`src/hw/instr_decode_defines.svh`:
```
// Field layout, encodings and fixed addresses of the instruction classifier.
// Assumes inclusion by bare name; definitions only.
`ifndef INSTR_DECODE_DEFINES_SVH
`define INSTR_DECODE_DEFINES_SVH

`define WORD_W       16
`define MAG_W        14
`define ADDR_W       12
`define ORD_W        3
`define QC_W         2
`define CHOP_W       3
`define KEY_W        5
`define CSEL_W       5

`define ORD_HI       14
`define ORD_LO       12
`define ADDR_HI      11
`define QC_HI        11
`define QC_LO        10
`define CHOP_HI      11
`define CHOP_LO      9
`define CHAN_HI      8

`define NUM_COUNTERS 5'h1d
`define CNT_BASE     12'h024
`define KEY_VEC      12'h810
`define RUPT_VEC     12'h800

`define SPC_RELINT   12'h003
`define SPC_INHINT   12'h004
`define SPC_EXTEND   12'h006
`define SPC_TESTRUPT 12'h00e
`define SPC_RESUME   12'h00f
`define SPC_SHR      12'h010
`define SPC_CYR      12'h011
`define SPC_SHL      12'h012
`define SPC_CYL      12'h013

`define OP_TC        3'h0
`define OP_CCS       3'h1
`define OP_MOD       3'h2
`define OP_CA        3'h3
`define OP_XCHS      3'h4
`define OP_ADS       3'h5
`define OP_AD        3'h6
`define OP_MASK      3'h7

`define XOP_CHAN     3'h0
`define XOP_DIV      3'h1
`define XOP_MSU      3'h2
`define XOP_DCA      3'h3
`define XOP_INC      3'h4
`define XOP_SU       3'h5
`define XOP_MP       3'h6
`define XOP_BR       3'h7

`define QC_XCH       2'h0
`define QC_DXCH      2'h1
`define QC_TS        2'h2
`define QC_DAS       2'h1
`define QC_INCR      2'h0
`define QC_AUG       2'h1

`define CHO_READ     3'h0
`define CHO_RAND     3'h1
`define CHO_ROR      3'h2
`define CHO_RXOR     3'h3
`define CHO_WRITE    3'h4
`define CHO_WAND     3'h5
`define CHO_WOR      3'h6

`endif

```
`src/hw/instr_decode_pkg.sv`:
```
// Types shared by the instruction classifier and its bench.
// Assumes nothing beyond a SystemVerilog compiler.
package instr_decode_pkg;

	typedef enum logic [2:0] {
		CL_BASIC, CL_EXTRA, CL_CHANNEL, CL_SPECIAL, CL_INTERRUPT, CL_COUNTER
	} class_t;

	typedef enum logic [5:0] {
		OP_NONE, TRANSFER, DECIDE, MODIFY, COPY, COPY_DBL, EXCHANGE, EXCHANGE_DBL,
		STORE, ADD, ADD_STORE, ADD_STORE_DBL, AND_OP, SUB, SUB_TWOS, MUL, DIV,
		BRANCH, INC_SIGNED, INC_MAG, DEC_MAG, CH_READ, CH_READ_AND, CH_READ_OR,
		CH_READ_XOR, CH_WRITE, CH_WRITE_AND, CH_WRITE_OR, SP_EXTEND, SP_INHIBIT,
		SP_RELEASE, SP_RESUME, SP_SHIFT_R, SP_ROT_R, SP_SHIFT_L, SP_ROT_L,
		RUPT_KEY, RUPT_GEN, CNT_INC1, CNT_DEC1, CNT_INC2, CNT_DEC2
	} op_t;

	typedef enum logic [1:0] {
		CNT_ONES_INC, CNT_ONES_DEC, CNT_TWOS_INC, CNT_TWOS_DEC
	} cnt_op_t;

	typedef enum logic {ST_RUN, ST_STOP} state_t;

endpackage

```
`src/hw/sync_2ff.sv`:
```
// Two-stage synchroniser for pin-level inputs.
// Assumes a multi-bit input is held stable across its sampling window.
`timescale 1ns/1ps
module sync_2ff #(
	parameter int W = 1
) (
	input  wire logic         core_clk,
	input  wire logic         rst,
	input  wire logic [W-1:0] d,
	output logic      [W-1:0] q
);
	typedef struct packed {
		logic [W-1:0] meta;
		logic [W-1:0] held;
	} sync_state_t;

	sync_state_t s_reg;
	sync_state_t s_next;

	// First stage feeds only the second stage
	always_comb begin
		s_next.meta = d;
		s_next.held = s_reg.meta;
	end

	always_ff @(posedge core_clk) begin
		if (rst) begin
			s_reg <= '0;
		end else begin
			s_reg <= s_next;
		end
	end

	assign q = s_reg.held;
endmodule // sync_2ff

```
`src/hw/instr_class_decode.sv`:
```
// Instruction classification, priority forcing and keypress entry.
// Assumes memory presents words in stored order and priority logic on core_clk.
`timescale 1ns/1ps
`include "instr_decode_defines.svh"
module instr_class_decode
	import instr_decode_pkg::*;
(
	input  wire logic                core_clk,
	input  wire logic                rst,
	input  wire logic                instr_valid,
	output logic                     instr_ready,
	input  wire logic [`WORD_W-1:0]  instr_word,
	input  wire logic                counter_req,
	input  wire logic [`CSEL_W-1:0]  counter_sel,
	input  wire cnt_op_t             counter_op,
	output logic                     counter_ack,
	input  wire logic                rupt_req,
	input  wire logic                key_strobe_pin,
	input  wire logic [`KEY_W-1:0]   keycode_pin,
	input  wire logic                monitor_stop_pin,
	output logic                     disp_valid,
	input  wire logic                disp_ready,
	output class_t                   disp_class,
	output op_t                      disp_op,
	output logic [`ADDR_W-1:0]       disp_addr,
	output logic                     disp_chan_space,
	output logic                     disp_double,
	output logic                     extend_mode,
	output logic                     inhibit_mode,
	output logic                     rupt_active,
	output logic [`KEY_W-1:0]        key_channel,
	output logic                     key_signal,
	output logic                     monitor_stop
);
	localparam int AW = `ADDR_W;

	typedef struct packed {
		state_t              fsm;
		logic                extend;
		logic                inhibit;
		logic                rupt_active;
		logic                key_pending;
		logic                key_prev;
		logic [`KEY_W-1:0]   key_chan;
		logic                key_pulse;
		logic                disp_valid;
		class_t              disp_class;
		op_t                 disp_op;
		logic [`ADDR_W-1:0]  disp_addr;
		logic                disp_chan;
		logic                disp_double;
	} state_s_t;

	state_s_t s_reg;
	state_s_t s_next;

	logic               key_s;
	logic [`KEY_W-1:0]  keycode_s;
	logic               stop_s;
	logic               slot_free;
	logic               rupt_ok;
	logic               forced;
	logic               key_rise;
	logic               take_key;
	logic               take_gen;
	logic               take_ins;
	logic               cnt_ok;
	class_t             dcl;
	op_t                dop;
	logic [`ADDR_W-1:0] dadr;
	logic               dchan;
	logic [`ORD_W-1:0]  ord;
	logic [`ADDR_W-1:0] adr;
	logic [`QC_W-1:0]   qc;
	logic [`CHOP_W-1:0] chop;

	////////////////////////////////////////////////////////////////////////////////
	// Pin inputs

	sync_2ff #(.W(1)) u_key_sync (
		.core_clk (core_clk),
		.rst      (rst),
		.d        (key_strobe_pin),
		.q        (key_s)
	);

	sync_2ff #(.W(`KEY_W)) u_code_sync (
		.core_clk (core_clk),
		.rst      (rst),
		.d        (keycode_pin),
		.q        (keycode_s)
	);

	sync_2ff #(.W(1)) u_stop_sync (
		.core_clk (core_clk),
		.rst      (rst),
		.d        (monitor_stop_pin),
		.q        (stop_s)
	);

	////////////////////////////////////////////////////////////////////////////////
	// Decode and dispatch

	assign ord  = instr_word[`ORD_HI:`ORD_LO];
	assign adr  = instr_word[`ADDR_HI:0];
	assign qc   = instr_word[`QC_HI:`QC_LO];
	assign chop = instr_word[`CHOP_HI:`CHOP_LO];

	always_comb begin
		s_next = s_reg;
		dcl    = CL_BASIC;
		dop    = OP_NONE;
		dadr   = adr;
		dchan  = 1'b0;
		if (!s_reg.extend) begin
			case (ord)
				`OP_TC: begin
					// Special words are transfers to reserved addresses
					dcl = CL_SPECIAL;
					case (adr)
						`SPC_EXTEND:   dop = SP_EXTEND;
						`SPC_INHINT:   dop = SP_INHIBIT;
						`SPC_RELINT:   dop = SP_RELEASE;
						`SPC_RESUME:   dop = SP_RESUME;
						`SPC_SHR:      dop = SP_SHIFT_R;
						`SPC_CYR:      dop = SP_ROT_R;
						`SPC_SHL:      dop = SP_SHIFT_L;
						`SPC_CYL:      dop = SP_ROT_L;
						`SPC_TESTRUPT: begin
							dcl  = CL_INTERRUPT;
							dop  = RUPT_GEN;
							dadr = `RUPT_VEC;
						end
						default: begin
							dcl = CL_BASIC;
							dop = TRANSFER;
						end
					endcase
				end
				`OP_CCS:  dop = DECIDE;
				`OP_MOD:  dop = MODIFY;
				`OP_CA:   dop = COPY;
				`OP_XCHS: begin
					case (qc)
						`QC_XCH:  dop = EXCHANGE;
						`QC_DXCH: dop = EXCHANGE_DBL;
						`QC_TS:   dop = STORE;
						default:  dop = EXCHANGE;
					endcase
				end
				`OP_ADS:  dop = (qc == `QC_DAS) ? ADD_STORE_DBL : ADD_STORE;
				`OP_AD:   dop = ADD;
				`OP_MASK: dop = AND_OP;
				default:  dop = OP_NONE;
			endcase
		end else begin
			dcl = CL_EXTRA;
			case (ord)
				`XOP_CHAN: begin
					dcl   = CL_CHANNEL;
					dchan = 1'b1;
					dadr  = AW'(adr[`CHAN_HI:0]);
					case (chop)
						`CHO_READ:  dop = CH_READ;
						`CHO_RAND:  dop = CH_READ_AND;
						`CHO_ROR:   dop = CH_READ_OR;
						`CHO_RXOR:  dop = CH_READ_XOR;
						`CHO_WRITE: dop = CH_WRITE;
						`CHO_WAND:  dop = CH_WRITE_AND;
						`CHO_WOR:   dop = CH_WRITE_OR;
						default:    dop = CH_READ;
					endcase
				end
				`XOP_DIV: dop = DIV;
				`XOP_MSU: dop = SUB_TWOS;
				`XOP_DCA: dop = COPY_DBL;
				`XOP_INC: begin
					case (qc)
						`QC_INCR: dop = INC_SIGNED;
						`QC_AUG:  dop = INC_MAG;
						default:  dop = DEC_MAG;
					endcase
				end
				`XOP_SU:  dop = SUB;
				`XOP_MP:  dop = MUL;
				`XOP_BR:  dop = BRANCH;
				default:  dop = OP_NONE;
			endcase
		end

		case (s_reg.fsm)
			ST_RUN:  s_next.fsm = stop_s ? ST_STOP : ST_RUN;
			ST_STOP: s_next.fsm = stop_s ? ST_STOP : ST_RUN;
			default: s_next.fsm = ST_STOP;
		endcase

		slot_free = !s_reg.disp_valid || disp_ready;
		// No interrupt splits an extend pair or nests inside a service routine
		rupt_ok   = !s_reg.inhibit && !s_reg.extend && !s_reg.rupt_active;
		forced    = counter_req || (rupt_ok && (s_reg.key_pending || rupt_req));
		take_key  = slot_free && !counter_req && rupt_ok && s_reg.key_pending;
		take_gen  = slot_free && !counter_req && rupt_ok && !s_reg.key_pending
		            && rupt_req;
		instr_ready = slot_free && !forced && (s_reg.fsm == ST_RUN);
		take_ins  = instr_ready && instr_valid;
		counter_ack = slot_free && counter_req;
		cnt_ok    = counter_sel < `NUM_COUNTERS;
		key_rise  = key_s && !s_reg.key_prev;

		s_next.key_prev  = key_s;
		s_next.key_pulse = 1'b0;
		if (disp_ready) begin
			s_next.disp_valid = 1'b0;
		end

		if (counter_ack) begin
			// Out-of-range selects are taken and dropped
			s_next.disp_valid = cnt_ok;
			s_next.disp_class = CL_COUNTER;
			s_next.disp_addr  = `CNT_BASE + AW'(counter_sel);
			s_next.disp_chan  = 1'b0;
			s_next.disp_double = 1'b0;
			case (counter_op)
				CNT_ONES_INC: s_next.disp_op = CNT_INC1;
				CNT_ONES_DEC: s_next.disp_op = CNT_DEC1;
				CNT_TWOS_INC: s_next.disp_op = CNT_INC2;
				default:      s_next.disp_op = CNT_DEC2;
			endcase
		end else if (take_key || take_gen) begin
			s_next.disp_valid  = 1'b1;
			s_next.disp_class  = CL_INTERRUPT;
			s_next.disp_op     = take_key ? RUPT_KEY : RUPT_GEN;
			s_next.disp_addr   = take_key ? `KEY_VEC : `RUPT_VEC;
			s_next.disp_chan   = 1'b0;
			s_next.disp_double = 1'b0;
			s_next.rupt_active = 1'b1;
			if (take_key) begin
				s_next.key_pending = 1'b0;
			end
		end else if (take_ins) begin
			s_next.disp_valid  = 1'b1;
			s_next.disp_class  = dcl;
			s_next.disp_op     = dop;
			s_next.disp_addr   = dadr;
			s_next.disp_chan   = dchan;
			s_next.disp_double = (dop == COPY_DBL) || (dop == EXCHANGE_DBL)
			                     || (dop == ADD_STORE_DBL) || (dop == MUL)
			                     || (dop == DIV);
			s_next.extend = (dop == SP_EXTEND);
			if (dop == SP_INHIBIT) begin
				s_next.inhibit = 1'b1;
			end
			if (dop == SP_RELEASE) begin
				s_next.inhibit = 1'b0;
			end
			if ((dop == SP_RESUME) || (dop == RUPT_GEN)) begin
				s_next.rupt_active = (dop == RUPT_GEN);
			end
		end

		// Set after clear: a key in the dispatch cycle stays pending
		if (key_rise) begin
			s_next.key_pending = 1'b1;
			s_next.key_chan    = keycode_s;
			s_next.key_pulse   = 1'b1;
		end
	end

	always_ff @(posedge core_clk) begin
		if (rst) begin
			s_reg <= '{fsm: ST_RUN, disp_class: CL_BASIC, disp_op: OP_NONE, default: '0};
		end else begin
			s_reg <= s_next;
		end
	end

	assign disp_valid      = s_reg.disp_valid;
	assign disp_class      = s_reg.disp_class;
	assign disp_op         = s_reg.disp_op;
	assign disp_addr       = s_reg.disp_addr;
	assign disp_chan_space = s_reg.disp_chan;
	assign disp_double     = s_reg.disp_double;
	assign extend_mode     = s_reg.extend;
	assign inhibit_mode    = s_reg.inhibit;
	assign rupt_active     = s_reg.rupt_active;
	assign key_channel     = s_reg.key_chan;
	assign key_signal      = s_reg.key_pulse;
	assign monitor_stop    = (s_reg.fsm == ST_STOP);
endmodule // instr_class_decode

```
`config.mk`:
```
export PLATFORM = sky130hd
export DESIGN_NAME = instr_class_decode
export DESIGN_NICKNAME = d
export VERILOG_FILES = /design/src/hw/instr_decode_pkg.sv /design/src/hw/sync_2ff.sv /design/src/hw/instr_class_decode.sv
export VERILOG_INCLUDE_DIRS = /design/src /design/src/hw
export SDC_FILE = /design/constraint.sdc
export NUM_CORES = 1
export LEC_CHECK = 0
export BUFFER_PORTS_ARGS = -buffer_cell sky130_fd_sc_hd__buf_2
export CELL_PAD_IN_SITES_DETAIL_PLACEMENT = 1
export CELL_PAD_IN_SITES_GLOBAL_PLACEMENT = 2
export CORE_ASPECT_RATIO = 1.4
export CORE_MARGIN = 10
export CORE_UTILIZATION = 28
export CTS_BUF_LIST = sky130_fd_sc_hd__clkbuf_8
export CTS_CLUSTER_DIAMETER = 200
export DETAILED_ROUTE_END_ITERATION = 8
export HOLD_SLACK_MARGIN = 0.08
export PLACE_DENSITY = 0.86
export SYNTH_ARGS = -nofsm -noshare
export SYNTH_HDL_FRONTEND = slang
export SYNTH_SLANG_ARGS = --single-unit
```
`constraint.sdc`:
```
create_clock -name core_clk -period 2.2 [get_ports core_clk]
set_input_delay 0.44 -clock core_clk [delete_from_list [all_inputs] [get_ports core_clk]]
set_output_delay 0.44 -clock core_clk [all_outputs]
set_load 0.05 [all_outputs]
```
==> results.tsv <==
stage	metric	value	unit
run_status	outcome	finished, final reports clean	
placement	GPL Wtd Cong	0.830	
sta	count of pins over their slew limit	0	
critical_path	critical path required time	2430	ps
sta	final worst setup slack	45.6	ps
placement	IO Port Bufs	70	
cts	hold_buf cts	0	
finish	synth-to-layout area growth	24.2	%
logic_synthesis	Synth Warn #	0	
die	I/O pin count	72	
logic_synthesis	Avg Inst Size Synth	8.47	um2
die	Die Span X	102	um
logic_synthesis	flops & latches, synth	50	
pwr	Reg power frac	48.0	%
cts	CTS Buf Count	5	
die	core box area	9350	um2
cts	CTS Root Buffer Type	clkbuf_8	
placement	Post-Place Setup Slack	-252	ps
pwr	Net Sw Frac	32.0	%
logic_synthesis	EDFF count, synth	0	
sta	final hold vios	0	
global_route	first-pass GRT wire length	13800	um
finish	nets	425	
drt	DRC	0	
critical_path	CP Launch Type	input pin	
critical_path	WP data arrival	2390	ps
finish	# diodes	0	
critical_path	nature of the critical path endpoint	register	
logic_synthesis	Net Count, Synth	351	
logic_synthesis	leading post-synthesis cells by cell area	dfxtp_1 (38%), buf_4 (7.4%), nor2b_1 (5.7%)	
drt	First-pass DRT Iterations	4	
die	Die Height	135	um
sta	relative slew slack	59.4	%
global_route	largest net degree at the start of global routing	22	
drt	Routed WL	8570	um
die	Row Count	42	
cts	clk sinks	50	
die	DIE AREA	13800	um2
critical_path	crit path max fanout	3	
placement	Post-DP HPWL	7030	um
logic_synthesis	post-synth top area cell	dfxtp_1	
logic_synthesis	count leader, synth	dfxtp_1	
logic_synthesis	commonest cells in the netlist	dfxtp_1 (50), buf_4 (26), nor2_1 (26)	
sta	worst-margin pin slew	608	ps
drt	DRT iter0 DRCs	81	
finish	design area	3290	um2
sta	fmax	0.464	GHz
logic_synthesis	Synth top area share	37.7	%
pwr	combinational share of power	23.8	%
die	starting density of the core	28.4	%
drt	DRT antenna net count	0	
logic_synthesis	Syn Inst Count	313	
finish	max FFs per register	12	
cts	CTS tree	done	
logic_synthesis	Synth async-reset ratio	0	%
finish	fin cells	498	
sta	Tcrit/Tclk final	97.9	%
global_route	vias in the first global route	2695	
drt	via count	2549	
pwr	total power	2.02	mW
pwr	clock share of power	28.2	%
sta	worst clock skew	7.20	ps
pwr	switching power	0.646	mW
global_route	total track usage	12.5	%
finish	Post-Route Utilization	35.2	%
global_route	GRT overflow	0	
sta	final setup vio count	0	
pwr	P per Cell Area	612	nW/um2
cts	clk buf depth	2	
pwr	Pleak	1.45	nW
drt	DR vias/cell	5.12	
min_path	min-delay worst type	in -> reg	
logic_synthesis	Primary FF master, synth	dfxtp_1	
pwr	Pint	1.37	mW
global_route	initial antenna violation count	0	
placement	Post-DP Area	3200	um2
cts	clk_lat worst skew	310	ps
flow_run	max cap viols	0	
finish	layout cells sized above 1	35.3	%
cts	Max H-tree Level	2	
logic_synthesis	synthesized cell area	2650	um2
logic_synthesis	Unique masters post-synth	62	
placement	placed cells	490	
cts	clk slew on worst S/H paths	90	ps
pwr	maximum VDD drop	434	uV
sta	Tmin final	2150	ps
logic_synthesis	Seq/Total Area, Yosys	37.7	%
critical_path	WS Path Type	in -> reg	
drt	WL per Instance	17.2	um
[area by class of cell]
class	instances	area [um2]
flip-flops and latches	50	1000
multi-input cells	209	1350
clock buffers	6	82.6
inverters	6	22.5
well taps	110	138
fillers	1156	6060
repair buffers	115	688
clock inverters	2	12.5
[per-stage QoR]
step	hold WS (ps)	setup TNS (ps)
final	334	0
after global routing	332	-0.720
after CTS	329	0
after detailed placement	427	-2100
after global placement	419	-1600
after floorplan	403	0
[logic make-up (layout without fill, tap and decap cells)]
kind of cell	count (synthesis)	after routing	share of synthesized area, %
adder cells (fa/ha/maj)	2	2	0.943
XOR/XNOR	2	2	0.660
multiplexers	5	5	1.89
AO/OA/AOI/OAI	81	81	22.3
flip-flops	50	50	37.7
AND/OR/NAND/NOR	119	119	24.8
buffers and inverters	54	129	11.7
[per-layer routing]
layer | vias up | track usage (%) | wire length (um)
met5 | - | 0 | 0
met4 | 0 | 3.38 | 102
met3 | 8 | 4.55 | 582
met2 | 44 | 23.2 | 4600
met1 | 1260 | 12.5 | 3290
li1 | 1237 | - | -
[final timing paths]
path / start / endpoint / slack [ps] / cells after the start
max: instr_word[10] / disp_double$_SDFFE_PP0P_ / 50 / 7
min: key_strobe_pin / u_key_sync.s_next[0]$_SDFF_PP0_ / 330 / 2
max reg2reg: extend_mode$_SDFFE_PP0P_ / inhibit_mode$_SDFFE_PP0P_ / 100 / 5
min reg2reg: u_code_sync.s_next[3]$_SDFF_PP0_ / u_code_sync.q[3]$_SDFF_PP0_ / 440 / 1
[placed cells by master (no fill, tap or decap), types with 3 or more instances in the layout]
master | synthesis | final
a211oi_1 | 3 | 3
or3_1 | 3 | 3
a22oi_1 | 7 | 7
mux2i_1 | 5 | 5
buf_2 | 1 | 70
a21oi_1 | 15 | 14
clkbuf_8 | 0 | 6
buf_4 | 26 | 45
dfxtp_1 | 50 | 49
nor2b_1 | 24 | 24
o22ai_1 | 3 | 3
and3_1 | 5 | 5
nand3_1 | 3 | 3
inv_1 | 5 | 5
nand2_1 | 22 | 22
nand3b_1 | 5 | 5
nor3_1 | 8 | 8
a221oi_1 | 6 | 6
o2bb2ai_1 | 4 | 4
nor3b_1 | 3 | 3
o21ai_0 | 11 | 11
nor2_1 | 26 | 26
nand2b_1 | 6 | 6
[critical path, cell delays in order]
cell and delay [ps]:
buf_2 100, or4_4 570, nor4_1 300, o22ai_1 210, o21bai_1 150, or3b_1 370, a311oi_2 240
[power groups by stage]
| stage | Clock, mW | Combinational [mW] | Sequential [mW] |
|---|---|---|---|
| 5_1_grt | 0.627 | 0.523 | 0.973 |
| 6_report | 0.569 | 0.481 | 0.968 |
| 2_1_floorplan | 0 | 0.326 | 0.996 |
| 4_1_cts | 0.588 | 0.486 | 0.969 |
| 3_3_place_gp | 0 | 0.476 | 0.987 |
| 3_5_place_dp | 0 | 0.484 | 0.989 |
[timing repair]
item,in CTS,in global routing
resized for setup,0,1
endpoints found under the setup margin,0,5
buffers inserted,0,0
No activity file was read; power rests on OpenSTA's default activity.
